**config.mk**
```make
export PLATFORM = sky130hd
export DESIGN_NAME = slfw_core
export DESIGN_NICKNAME = d
export VERILOG_FILES = /design/src/rtl/slfw_pkg.sv /design/src/rtl/slfw_core.sv
export SDC_FILE = /design/constraint.sdc
export NUM_CORES = 1
export LEC_CHECK = 0
export BUFFER_PORTS_ARGS = -buffer_cell sky130_fd_sc_hd__buf_2
export CAP_MARGIN = 20
export CORE_UTILIZATION = 55
export DETAILED_ROUTE_END_ITERATION = 16
export MAX_ROUTING_LAYER = met4
export PLACE_DENSITY = 0.76
export SYNTH_ARGS = -nofsm -noshare
export SYNTH_HDL_FRONTEND = slang
export SYNTH_SLANG_ARGS = --single-unit
```
**constraint.sdc**
```tcl
create_clock -name CLOCK -period 4.29 [get_ports CLOCK]
set_clock_uncertainty 0.2 [all_clocks]
set_input_delay 0.858 -clock CLOCK [delete_from_list [all_inputs] [get_ports CLOCK]]
set_output_delay 0.858 -clock CLOCK [all_outputs]
set_load 0.03 [all_outputs]
```
**src/rtl/slfw_pkg.sv**
```systemverilog
// Purpose: constants and types for the segment lcd frame waveform core
// Assumes: one clock, synchronous active-low reset
// Notes: register indices are word indices on the plain register port
//
// Overview of operation
// - one pixel bit per common/segment pair, set=dark
// - unused pixel bits stay plain storage
// - segments 0-23 from registers 0-11 by common
// - segments 24-45 from registers 12-23 by common
// - static frame: clock/(4*prescale*32)
// - two commons: clock/(2*prescale*32*2)
// - three/four commons: clock/(prescale*32*commons)
// - timing clock from three selectable sources
// - waveforms give zero net dc
// - commons mark slices, segments carry active data
// - pixel sees only dark or clear level
// - per-frame type inverts within each slice
// - two-frame type inverts at frame boundary
// - main-oscillator source stops at sleep always
// - flag set when running flag falls
// - two-frame type flags frame boundaries
// - common count select chooses active commons
// - frame begins at first common leading edge
// - no frame flag for per-frame or static
// - late pixel write dropped, error flag set
package slfw_pkg;

  localparam int ADDR_W = 5;
  localparam int DATA_W = 8;
  localparam int NUM_PIX_REGS = 24;
  localparam int NUM_COMS = 4;
  localparam int NUM_SEGS = 46;
  localparam int SEG_SPLIT = 24;
  localparam int REGS_PER_COM = 3;
  localparam int HI_BANK_BASE = 12;
  localparam int SUBSTEPS = 32;
  localparam int MAIN_DIV = 256;

  localparam logic [4:0] REG_PANEL_CTRL = 5'h18;
  localparam logic [4:0] REG_PRESCALE = 5'h19;
  localparam logic [4:0] REG_STATUS = 5'h1A;

  // panel control field positions
  localparam int CTL_ENABLE_BIT = 7;
  localparam int CTL_SLEEP_SEL_BIT = 6;
  localparam int CTL_LATE_WRITE_ERROR_FLAG_BIT = 5;
  localparam int CTL_WTYPE_BIT = 4;
  localparam int CTL_SRC_LSB = 2;
  localparam int CTL_MUX_LSB = 0;
  localparam logic [7:0] CTL_RESET = 8'h00;
  localparam logic [3:0] PRESCALE_RESET = 4'h0;
  localparam int STAT_IRQ_BIT = 0;

  localparam logic [1:0] SRC_MAIN_DIV = 2'h0;
  localparam logic [1:0] SRC_CRYSTAL = 2'h1;
  localparam logic [1:0] SRC_LFINT = 2'h2;

  localparam logic [1:0] MUX_STATIC = 2'h0;
  localparam logic [1:0] MUX_TWO = 2'h1;
  localparam logic [1:0] MUX_THREE = 2'h2;
  localparam logic [1:0] MUX_FOUR = 2'h3;

  typedef enum logic [2:0] {
    ST_IDLE = 3'b001,
    ST_RUN = 3'b010,
    ST_STOPPING = 3'b100
  } slfw_state_type;

  // frame configuration, latched only at frame start
  typedef struct packed {
    logic [1:0] mux;
    logic wtype;
    logic [3:0] prescale;
  } slfw_cfg_type;

endpackage

```
**src/rtl/slfw_core.sv**
```systemverilog
// Purpose: segment lcd frame timing, waveform phase and pixel registers
// Assumes: source ticks are single-cycle enables synchronous to CLOCK
// Notes: drive outputs are logic codes for an external bias ladder
//
// Local design decisions: the address-and-strobe port and the register addresses.
`timescale 1ns/1ps
module slfw_core
  import slfw_pkg::*;
#(
  parameter int MAIN_DIVIDE = MAIN_DIV
) (
  // clock and reset
  input wire logic CLOCK,
  input wire logic RESETN,
  // register port
  input wire logic [ADDR_W-1:0] REG_ADDR,
  input wire logic [DATA_W-1:0] REG_WDATA,
  input wire logic REG_WR,
  input wire logic REG_RD,
  output logic [DATA_W-1:0] REG_RDATA,
  // timing sources and sleep
  input wire logic MAIN_OSC_TICK,
  input wire logic CRYSTAL_TICK,
  input wire logic LFINT_TICK,
  input wire logic SLEEP_REQ,
  // status
  output logic MODULE_RUNNING,
  output logic LCD_IRQ_FLAG,
  // glass drive: common active, common phase, segment dark-data xor phase
  output logic [NUM_COMS-1:0] COM_ACTIVE,
  output logic [NUM_COMS-1:0] COM_SELECT,
  output logic COM_PHASE,
  output logic [NUM_SEGS-1:0] SEG_LEVEL
);

  // ************************************************************
  // registers
  // ************************************************************
  logic [DATA_W-1:0] pix_r [NUM_PIX_REGS];
  logic [DATA_W-1:0] ctl_r;
  logic [3:0] prescale_r;
  logic irq_r;
  slfw_state_type state_r;
  slfw_cfg_type cfg_r;
  logic [7:0] main_div_r;
  logic [4:0] sub_r;
  logic [3:0] pre_cnt_r;
  logic [1:0] mul_r;
  logic [1:0] com_r;
  logic phase;
  logic frame_odd_r;
  logic write_open_r;
  logic running_q_r;

  logic enable;
  logic sleep_sel;
  logic [1:0] src_sel;
  logic tick;
  logic stopped;
  logic step;
  logic slice_end;
  logic frame_end;
  logic pix_wr;
  logic frame_irq;

  assign enable = ctl_r[CTL_ENABLE_BIT];
  assign sleep_sel = ctl_r[CTL_SLEEP_SEL_BIT];
  assign src_sel = ctl_r[CTL_SRC_LSB +: 2];

  // multiplier ahead of the prescaler: 4 static, 2 two-common, else 1
  function automatic logic [1:0] mul_last(input logic [1:0] mux);
    unique case (mux)
      MUX_STATIC: mul_last = 2'h3;
      MUX_TWO: mul_last = 2'h1;
      default: mul_last = 2'h0;
    endcase
  endfunction

  // ************************************************************
  // timing source select and sleep stop
  // ************************************************************
  always_ff @(posedge CLOCK) begin
    if (!RESETN) begin
      main_div_r <= 8'h00;
    end else if (MAIN_OSC_TICK) begin
      main_div_r <= (main_div_r == 8'(MAIN_DIVIDE - 1)) ? 8'h00 : main_div_r + 8'h01;
    end
  end

  // main oscillator path halts in sleep whatever the sleep select
  assign stopped = SLEEP_REQ && (sleep_sel || src_sel == SRC_MAIN_DIV);

  always_comb begin
    unique case (src_sel)
      SRC_MAIN_DIV: tick = MAIN_OSC_TICK && main_div_r == 8'(MAIN_DIVIDE - 1);
      SRC_CRYSTAL: tick = CRYSTAL_TICK;
      default: tick = LFINT_TICK;
    endcase
  end

  // ************************************************************
  // frame divider: mul x (prescale+1) x 32 x commons
  // ************************************************************
  assign step = tick && !stopped && state_r != ST_IDLE;
  assign slice_end = step && sub_r == 5'(SUBSTEPS - 1) && pre_cnt_r == cfg_r.prescale &&
                     mul_r == mul_last(cfg_r.mux);
  assign frame_end = slice_end && com_r == cfg_r.mux;

  always_ff @(posedge CLOCK) begin
    if (!RESETN || state_r == ST_IDLE) begin
      mul_r <= 2'h0;
      pre_cnt_r <= 4'h0;
      sub_r <= 5'h00;
    end else if (step) begin
      if (mul_r != mul_last(cfg_r.mux)) begin
        mul_r <= mul_r + 2'h1;
      end else begin
        mul_r <= 2'h0;
        if (pre_cnt_r != cfg_r.prescale) begin
          pre_cnt_r <= pre_cnt_r + 4'h1;
        end else begin
          pre_cnt_r <= 4'h0;
          sub_r <= sub_r + 5'h01;
        end
      end
    end
  end

  // slice counter and phase; per-frame type flips mid-slice
  always_ff @(posedge CLOCK) begin
    if (!RESETN || state_r == ST_IDLE) begin
      com_r <= 2'h0;
      frame_odd_r <= 1'b0;
    end else if (slice_end) begin
      com_r <= frame_end ? 2'h0 : com_r + 2'h1;
      if (frame_end) begin
        frame_odd_r <= !frame_odd_r;
      end
    end
  end

  always_comb begin
    if (cfg_r.wtype) begin
      phase = frame_odd_r;
    end else begin
      phase = sub_r[$bits(sub_r)-1];
    end
  end

  // configuration sampled only at frame start
  always_ff @(posedge CLOCK) begin
    if (!RESETN) begin
      cfg_r <= '0;
    end else if (state_r == ST_IDLE || frame_end) begin
      cfg_r.mux <= ctl_r[CTL_MUX_LSB +: 2];
      cfg_r.wtype <= ctl_r[CTL_WTYPE_BIT];
      cfg_r.prescale <= prescale_r;
    end
  end

  // ************************************************************
  // enable / shutdown state machine
  // ************************************************************
  always_ff @(posedge CLOCK) begin
    if (!RESETN) begin
      state_r <= ST_IDLE;
    end else begin
      unique case (state_r)
        ST_IDLE: if (enable) state_r <= ST_RUN;
        ST_RUN: if (!enable) state_r <= ST_STOPPING;
        ST_STOPPING: if (frame_end) state_r <= ST_IDLE;
        default: state_r <= ST_IDLE;
      endcase
    end
  end

  // ************************************************************
  // write window and interrupt flag
  // ************************************************************
  // frame flag only for two-frame type with multiplex
  assign frame_irq = frame_end && cfg_r.wtype && cfg_r.mux != MUX_STATIC;
  assign pix_wr = REG_WR && REG_ADDR < ADDR_W'(NUM_PIX_REGS);

  // writes legal for one slice after the frame flag in two-frame mode
  always_ff @(posedge CLOCK) begin
    if (!RESETN) begin
      write_open_r <= 1'b0;
    end else if (frame_irq) begin
      write_open_r <= 1'b1;
    end else if (slice_end) begin
      write_open_r <= 1'b0;
    end
  end

  always_ff @(posedge CLOCK) begin
    if (!RESETN) begin
      running_q_r <= 1'b0;
    end else begin
      running_q_r <= state_r != ST_IDLE;
    end
  end

  always_ff @(posedge CLOCK) begin
    if (!RESETN) begin
      irq_r <= 1'b0;
    end else if ((running_q_r && state_r == ST_IDLE) || frame_irq) begin
      // set beats a same-cycle clear
      irq_r <= 1'b1;
    end else if (REG_WR && REG_ADDR == REG_STATUS && REG_WDATA[STAT_IRQ_BIT]) begin
      irq_r <= 1'b0;
    end
  end

  // ************************************************************
  // register file
  // ************************************************************
  logic late_wr;
  assign late_wr = pix_wr && state_r != ST_IDLE && cfg_r.wtype &&
                   cfg_r.mux != MUX_STATIC && !write_open_r;

  generate
    for (genvar i = 0; i < NUM_PIX_REGS; i++) begin : g_pix
      // plain storage, any bit usable as memory
      always_ff @(posedge CLOCK) begin
        if (!RESETN) begin
          pix_r[i] <= 8'h00;
        end else if (pix_wr && !late_wr && REG_ADDR == ADDR_W'(i)) begin
          pix_r[i] <= REG_WDATA;
        end
      end
    end
  endgenerate

  always_ff @(posedge CLOCK) begin
    if (!RESETN) begin
      ctl_r <= CTL_RESET;
      prescale_r <= PRESCALE_RESET;
    end else begin
      if (REG_WR && REG_ADDR == REG_PANEL_CTRL) begin
        // error bit only clears by software; set wins below
        ctl_r <= {REG_WDATA[CTL_ENABLE_BIT:CTL_SLEEP_SEL_BIT], ctl_r[CTL_LATE_WRITE_ERROR_FLAG_BIT] & REG_WDATA[CTL_LATE_WRITE_ERROR_FLAG_BIT],
                  REG_WDATA[CTL_WTYPE_BIT:CTL_MUX_LSB]};
      end
      if (late_wr) begin
        // dropped write is reported
        ctl_r[CTL_LATE_WRITE_ERROR_FLAG_BIT] <= 1'b1;
      end
      if (REG_WR && REG_ADDR == REG_PRESCALE) begin
        prescale_r <= REG_WDATA[3:0];
      end
    end
  end

  always_ff @(posedge CLOCK) begin
    if (!RESETN) begin
      REG_RDATA <= 8'h00;
    end else if (REG_RD) begin
      if (REG_ADDR < ADDR_W'(NUM_PIX_REGS)) begin
        REG_RDATA <= pix_r[REG_ADDR];
      end else if (REG_ADDR == REG_PANEL_CTRL) begin
        REG_RDATA <= ctl_r;
      end else if (REG_ADDR == REG_PRESCALE) begin
        REG_RDATA <= {4'h0, prescale_r};
      end else if (REG_ADDR == REG_STATUS) begin
        REG_RDATA <= {6'h00, running_q_r, irq_r};
      end else begin
        REG_RDATA <= 8'h00;
      end
    end else begin
      REG_RDATA <= 8'h00;
    end
  end

  // ************************************************************
  // glass drive
  // ************************************************************
  // data bit for segment s under common c
  function automatic logic pix_bit(input int c, input int s);
    int idx;
    idx = (s < SEG_SPLIT) ? c * REGS_PER_COM + s / DATA_W :
          HI_BANK_BASE + c * REGS_PER_COM + (s - SEG_SPLIT) / DATA_W;
    pix_bit = pix_r[idx][(s < SEG_SPLIT ? s : s - SEG_SPLIT) % DATA_W];
  endfunction

  always_ff @(posedge CLOCK) begin
    if (!RESETN) begin
      MODULE_RUNNING <= 1'b0;
      LCD_IRQ_FLAG <= 1'b0;
      COM_PHASE <= 1'b0;
      COM_ACTIVE <= '0;
      COM_SELECT <= '0;
    end else begin
      MODULE_RUNNING <= state_r != ST_IDLE;
      LCD_IRQ_FLAG <= irq_r;
      COM_PHASE <= phase;
      for (int c = 0; c < NUM_COMS; c++) begin
        // unused commons left to the pins
        COM_ACTIVE[c] <= state_r != ST_IDLE && c <= int'(cfg_r.mux);
        // selected slice marks its own common
        COM_SELECT[c] <= state_r != ST_IDLE && com_r == 2'(c);
      end
    end
  end

  // segment is opposite to the selected common for dark, equal for clear;
  // phase flips keep the average at zero
  always_ff @(posedge CLOCK) begin
    if (!RESETN) begin
      SEG_LEVEL <= '0;
    end else begin
      for (int s = 0; s < NUM_SEGS; s++) begin
        SEG_LEVEL[s] <= (state_r != ST_IDLE) && (pix_bit(int'(com_r), s) ^ phase);
      end
    end
  end

endmodule

```
* After elaboration in Yosys (flattened, before gate mapping) *
Memories as Yosys holds them, arrays and structs flattened.
Index checks and enable logic that the tools add are counted.

word-level totals
  register bits after elaboration = 111
  RAM bits = 192
  input port bits = 21
  output and inout port bits = 65
  logic and storage cells = 396
  memories = 1

operators by class
  add/sub/neg operators = 10
  $mul = 1
  magnitude comparators = 4
  equal/unequal tests = 45
  multiplexer cells = 120
  bitwise gates (word level) = 73
  reductions and logical operators = 120

memories
  name   words  width  rd ports  clocked after Yosys merged registers in  write ports  line             source
  pix_r  24     8      7         0                                        24           slfw_core.sv:39  logic [DATA_W-1:0] pix_r [NUM_PIX_REGS];

operators by type and width
  cell                   number
  $mux W8                27
  $logic_and A1 B1 Y1    98
  $mux W1                79
  $eq A5 B5 Y1 const B   12
  $xor A1 B1 Y1          46
  $eq A5 B4 Y1 const B   8
  $or A1 B1 Y1           24
  $eq A5 B3 Y1 const B   4
  $add A5 B2 Y5 const B  2
  $add A5 B3 Y5 const B  2
  $eq A5 B2 Y1 const B   2
  $mux W2                5
  $mux W3                3
  $pmux W3 S3            1
  $add A8 B1 Y8 const B  1
  $eq A8 B8 Y1 const B   1
  $mux W4                2
  $reduce_bool A2 Y1     4
  $eq A2 B1 Y1 const B   3
  $logic_not A2 Y1       3
  $mux W6                1
  $ne A2 B2 Y1 const B   3
  $reduce_and A2 Y1      3
  $reduce_and A3 Y1      2
  25 further kinds       37

* Logic depth before layout (Yosys ltp) *
Gate-level depths: netlist of the first run.

  depth in word-level cells = 14
  gate-level depth with buffers = 15
  mapped depth without buffers = 9

* Least setup slack after synthesis of the first run *
Ideal clock, no wire load.

  path type = flip-flop to flip-flop
  start = register com_r[0]
  end = register SEG_LEVEL[22]
  library setup time = 0.072 ns
  arrival time = 3.189 ns
  data required time = 4.018 ns
  slack = 0.829 ns
  cell stages (with the launch flop) = 16
  path buffers = 7
  period minus slack after synthesis = 3.461 ns
  path through = dfxtp_1 buf_6 inv_1 buf_2 buf_2 buf_2 ha_1 ha_1 buf_2 buf_2 buf_2 mux4_2 mux2i_1 nor2_1 a211oi_1 mux2i_1

on the way
  cells in the longest elaborated chain, start to end = 5

RTL lines
  item                             line              source
  from (decl)                      slfw_core.sv:49   logic [1:0] com_r;
  from (signal assigned)           slfw_core.sv:135  com_r <= frame_end ? 2'h0 : com_r + 2'h1;
  $mul A2 B2 Y4                    slfw_core.sv:280  idx = (s < SEG_SPLIT) ? c * REGS_PER_COM + s / DATA_W :
  $add A5 B3 Y5                    slfw_core.sv:280
  $mem_v2 Z24 W8                   --
  $xor A1 B1 Y1                    slfw_core.sv:312  SEG_LEVEL[s] <= (state_r != ST_IDLE) && (pix_bit(int'(com_r), s) ^ phase);
  $logic_and A1 B1 Y1              slfw_core.sv:312
  to (signal, indexed assignment)  slfw_core.sv:312
  to (decl)                        slfw_core.sv:33   output logic [NUM_SEGS-1:0] SEG_LEVEL

Every way passes these cells.
A chain may end at the register's enable or synchronous reset.

* Worst setup path after layout of the first run *
  start = register com_r[0]
  end = register SEG_LEVEL[15]

on the way
  cells in the longest elaborated chain, start to end = 5

RTL lines
  item                 line
  $mul A2 B2 Y4        slfw_core.sv:280
  $add A5 B2 Y5        slfw_core.sv:280
  $mem_v2 Z24 W8       --
  $xor A1 B1 Y1        slfw_core.sv:312
  $logic_and A1 B1 Y1  slfw_core.sv:312

Every way passes these cells.

==> results.yml, run 1 <==
logic_synthesis:
  yosysSeqAreaShare_pct: 40.0
  synth_warnings: 0
  netlist_area_um2: 19900
  yosys-top-cells-count: "and2_1 (203), edfxtp_1 (192), mux4_2 (186), mux2i_1 (115), dfxtp_1 (110)"
  ys_types: 73
  syn_area_per_cell_um2: 12.2
  muxShareOfSynthArea_pct: 31.4
  ys_seq_elements: 302
  synthCells: 1638
  synth-xor-area-share_pct: 0.616
  synth-compound-area-share_pct: 8.53
  synth_top_area_share_pct: 29.0
  ys_top_cells_by_area: "edfxtp_1 (29%), mux4_2 (21%), dfxtp_1 (11%)"
  synth_nets: 1672
  synth-edff-count: 192
  synth-simple-area-share_pct: 14.5
  async_flop_share_pct: 0
  synth-main-ff-cell: "edfxtp_1"
  synth_top_family_by_area: "multiplexers"
  yosysTopAreaCell: "edfxtp_1"
  synth_fa_ha_area_share_pct: 0.817
  yosysMostFrequentCell: "and2_1"
die:
  die_h_um: 192
  core_um2: 35600
  design.die.area_um2: 37000
  num_rows: 69
  ioPinCount: 86
  die_x_um: 192
  start_util_pct: 56.0
power:
  p_int_mw: 5.05
  p_clk_share_pct: 44.0
  power.share.sequential_pct: 48.8
  pwr-share-comb_pct: 7.2
  peakVddDrop_mv: 0.433
  p_sw_mw: 1.63
  p_sw_share_pct: 24.4
  leakage_nw: 8.00
  powerDensity_nw_per_um2: 306
cts:
  cts_resized: 0
  ctsHoldBuffers: 0
  clk_pin_slew_ns: 0.06
  clock_latency_ns: 0.55
  cts_sinks: 302
  htreeDepth: 2
  cts_buffer_depth: 3
  cts_tree: "built"
  cts_root_buf: "clkbuf_16"
  cts_buffers: 34
  cts_setup_buffers: 0
cells_and_area:
  fill_cells: 2778
  nets: 1718
  drive_gt1_share_pct: 28.4
  area_growth_pct: 9.62
detailed_routing:
  via_count: 15600
  vias_per_cell: 7.17
  drtIter0Drc: 2322
  first_pass_iters: 7
  wl_um: 69900
  drc_errors: 0
  avgRoutedWirePerCell_um: 32.1
  postRouteAntennaNets: 0
flow_run:
  cap_violations: 0
setup_path:
  cp_cell_sequence: "buf_12 > ha_1 > nand2_1 > and2_1 > nor3b_1 > nor3_1 > mux2i_1"
  critPathCaptureType: "flop"
  crit_arrival_ns: 3.85
  worst-path-max-fanout: 142
  cp_slowest_stage_delay_ns: 0.73
  critPathLaunch: "com_r[0]"
  regToRegStartpoint: "com_r[0]"
  path_class: "flop to flop"
  path_buf_inv: 1
  cp_slowest_cell: "ha_1"
  crit_required_ns: 4.57
  crit_family: "simple AND/OR/NAND/NOR gates"
  crit_path_start_kind: "flop"
grt:
  grt_max_degree: 143
  grt_usage_pct: 39.7
  grt_pass1_wl_um: 101000
  grt_pass1_vias: 14300
  grt_overflow: 0
  antenna_found_initial: 3
status:
  status: "complete, no violations"
timing:
  worst-slew-pin-transition_ns: 0.976
  fin_tns_setup_ns: 0
  hold_violations: 0
  worst_slack_ns: 0.714
  finalSetupViolCount: 0
  slew_headroom_pct: 34.4
  drv_slew: 0
  finalCritPeriodShare_pct: 83.4
  timing.fmax_ghz: 0.280
  rsz0062_at_grt: "no"
  period_minus_slack_ns: 3.58
min_path:
  hp-class: "flop to flop"
  min_from: "ctl_r[1]"
place:
  gp_congestion: 1.06
  place_ws_ns: 0.763
  dp_hpwl_um: 52600
  port_buffers: 85
## worst reg2reg max path, stage by stage, from the launching register on
cell	delay, ns
dfxtp_4	0.38
buf_12	0.54
ha_1	0.73
nand2_1	0.49
and2_1	0.47
nor3b_1	0.21
nor3_1	0.28
mux2i_1	0.21
## through the flow
stage | util (%) | instance area, um^2 | hold slack, ns | cells | total power, mW
4_1_cts | 61.3 | 21800 | 0.287 | 2170 | 6.68
3_5_place_dp | 58.1 | 20700 | 0.267 | 2108 | 3.78
2_1_floorplan | - | 19900 | 0.244 | 1638 | 3.56
6_report | 61.3 | 21800 | 0.282 | 2174 | 6.68
3_3_place_gp | 58.1 | 20700 | 0.263 | 2107 | 3.77
5_1_grt | 61.3 | 21800 | 0.305 | 2174 | 6.83
## registers in the layout, indices dropped and copies added, names as in the netlist, 2 cells and up
name        count
sub_r           5
mul_r           2
COM_SELECT      4
ctl_r           8
main_div_r      8
pre_cnt_r       4
prescale_r      4
SEG_LEVEL      46
pix_r         192
cfg_r           7
REG_RDATA       8
com_r           2
COM_ACTIVE      4
state_r         3
## area by class of cell
class	count	area, um^2	share of cell area [%]
Antenna cell	3	7.51	0.0344
Clock buffer	42	943	4.32
Clock inverter	20	184	0.843
Inverter	16	60.1	0.275
Multi-Input combinational cell	1180	11100	51.0
Sequential cell	302	7970	36.5
Tap cell	461	577	2.64
Timing Repair Buffer	150	951	4.36
## layer usage
layer / up-vias / track usage (%) / wire, um
met1: 7758 / 56.1 / 27500
li1: 6431 / - / -
met2: 1248 / 53.7 / 29300
met3: 153 / 11.7 / 10200
met5: - / - / 0
met4: 0 / 15.2 / 2910
## logic make-up after synthesis
family,count (synthesis)
AO/OA/AOI/OAI,253
adder cells (fa/ha/maj),13
multiplexers,377
XOR/XNOR,14
AND/OR/NAND/NOR,523
flip-flops,302
buffers and inverters,156
## cells in the final DEF, fill, tap and decap left out, types with 11 or more instances in the layout
cell type and count:
a21oi_1 41, inv_1 11, o211ai_1 11, clkbuf_16 36, buf_2 84, a31oi_1 12
nand2b_1 15, mux2i_1 115, mux4_2 186, nor3_1 16, o21ai_0 62, nand3_1 33
nor2b_1 24, buf_4 62, nor3b_1 13, o22ai_1 13, nand2_1 76, ha_1 12
and2_1 203, dfxtp_1 109, nor2_1 97, a211oi_1 42, edfxtp_1 192, mux2_2 70
## power by group through the flow
| stage | combinational, mW | sequential, mW | clock (mW) |
|---|---|---|---|
| finish | 0.482 | 3.26 | 2.94 |
| floorplan | 0.307 | 3.25 | 0 |
| global placement | 0.464 | 3.31 | 0 |
| global route | 0.504 | 3.26 | 3.07 |
| CTS | 0.472 | 3.25 | 2.96 |
| detailed placement | 0.469 | 3.31 | 0 |
## final timing paths
check	to	slack, ns	depth (start not counted)
max	SEG_LEVEL[15]	0.71	7
min	cfg_r[6]	0.28	2
max reg2reg	SEG_LEVEL[15]	0.71	7
min reg2reg	cfg_r[6]	0.28	2
Note: power is estimated with default switching activity, not from simulation.
==> run 2, diff against run 1 <==
Clock period 4.29 ns to 3.69 ns, I/O delays scaled along.
==> results.yml, run 2 (synthesized netlist as in run 1, its figures left out) <==
setup_path:
  rrSetupSlack_ns: 0.16
  cp_slowest_stage_delay_ns: 0.60
  critPathCaptureType: "flop"
  crit_path_start_kind: "flop"
  critPathLaunch: "com_r[0]"
  path_class: "flop to flop"
  timing.rr.end: "SEG_LEVEL[18]"
  cp_slowest_cell: "ha_4"
  worst-path-max-fanout: 39
  crit_path_end: "SEG_LEVEL[18]"
  crit_arrival_ns: 3.85
  regToRegStartpoint: "com_r[0]"
  cp_cell_sequence: "clkinv_1 > ha_4 > buf_12 > buf_12 > mux4_2 > mux2i_1 > nor2_1 > a31oi_1 > mux2i_1"
  ff2ff_path_depth: 9
  crit_required_ns: 4.01
cells_and_area:
  drive_gt1_share_pct: 29.4
  largest_register_ffs: 192
  layout_commonest_cell: "and2_1"
  area_growth_pct: 11.0
  nets: 1749
  largest_register: "pix_r"
  top_regs: "pix_r: 192 flops, SEG_LEVEL: 46 flops"
  layout_common_cells: "and2_1 (203), edfxtp_1 (192), mux4_2 (186), mux2i_1 (115), dfxtp_1 (109)"
detailed_routing:
  first_pass_iters: 8
  route.met2.wl_um: 29900
  drc_errors: 0
  vias_per_cell: 7.16
  m1WireLength_um: 28900
  wl_um: 72900
  top_layer: "met4"
  drtIter0Drc: 2692
  dr_wl_met3_um: 11300
  avgRoutedWirePerCell_um: 33.0
  via_count: 15800
  postRouteAntennaNets: 0
cts:
  clock_latency_ns: 0.61
  cts_resized: 0
  ctsHoldBuffers: 0
  cts_sinks: 302
  cts_buffers: 31
  clk_pin_slew_ns: 0.06
  cts_tree: "built"
  htreeDepth: 1
  cts_buffer_depth: 3
  cts_root_buf: "clkbuf_16"
  cts_setup_buffers: 0
die:
  core_um2: 35600
  num_rows: 69
  design.die.area_um2: 37000
  die_x_um: 192
  ioPinCount: 86
  start_util_pct: 56.0
  die_h_um: 192
timing:
  hold_violations: 0
  fin_tns_setup_ns: 0
  finalSetupViolCount: 0
  rsz0062_at_grt: "no"
  finalCritPeriodShare_pct: 95.7
  worst-slew-pin-transition_ns: 0.910
  timing.fmax_ghz: 0.283
  slew_headroom_pct: 38.9
  period_minus_slack_ns: 3.53
  drv_slew: 0
grt:
  grt_overflow: 0
  grt_pass1_wl_um: 104000
  antenna_found_initial: 7
  grt_usage_pct: 41.2
  grt_pass1_vias: 14600
  grt_max_degree: 121
place:
  port_buffers: 85
  dp_hpwl_um: 55000
  gp_congestion: 1.04
status:
  status: "complete, no violations"
power:
  peakVddDrop_mv: 0.414
  powerDensity_nw_per_um2: 343
  fin_total_pwr_mw: 7.58
  leakage_nw: 8.14
min_path:
  hp-class: "flop to flop"
flow_run:
  cap_violations: 0
==> run 2: stage by stage <==
stage               cell area (um^2)  worst slack (ns)  hold slack (ns)  instances  utilization, %
finish                         22100             0.160            0.280       2209            62.1
global route                   22100             0.160            0.295       2207            62.1
CTS                            22100             0.299            0.283       2201            62.0
detailed placement             21000             0.343            0.274       2143            59.2
global placement               21000             0.348            0.262       2143            59.2
floorplan                      19900             0.229            0.244       1638               -
==> run 2: how the worst min path moves through the flow <==
stage | start | endpoint | cells past startpoint
4_1_cts | cfg_r[2] | cfg_r[2] | 2
3_3_place_gp | cfg_r[1] | cfg_r[1] | 2
3_5_place_dp | cfg_r[2] | cfg_r[2] | 2
5_1_grt | cfg_r[2] | cfg_r[2] | 2
6_report | cfg_r[3] | cfg_r[3] | 2
2_1_floorplan | ctl_r[6] | ctl_r[6] | 2
==> run 2: worst max-delay path, delay by kind of cell, from the launching register on <==
family | cells | cell delay [ns]
AO/OA/AOI/OAI | 1 | 0.32
adder cells (fa/ha/maj) | 1 | 0.60
buffers and inverters | 3 | 0.79
flip-flops | 1 | 0.38
multiplexers | 3 | 1.06
AND/OR/NAND/NOR | 1 | 0.09
==> run 2: power by group <==
part	total, mW	leakage [nW]	internal (mW)	switching, mW
sequential	3.80	2.95	3.66	0.144
clock	3.20	0.501	1.81	1.39
combinational	0.581	4.69	0.251	0.329
total	7.58	8.14	5.71	1.86
==> run 2: layout make-up <==
cell class / count / area (um^2)
diodes: 8 / 20.0
inverters: 16 / 60.1
repair buffers: 184 / 1310
clock inverters: 19 / 196
clock buffers: 39 / 826
well taps: 461 / 577
flip-flops and latches: 302 / 7970
fillers: 2789 / 13500
multi-input cells: 1180 / 11100
==> run 2: per-layer routing <==
layer	global-route usage [%]	vias to the layer above
met3	13.2	182
met4	13.8	0
met5	-	-
met1	58.8	7843
li1	-	6517
met2	55.0	1285
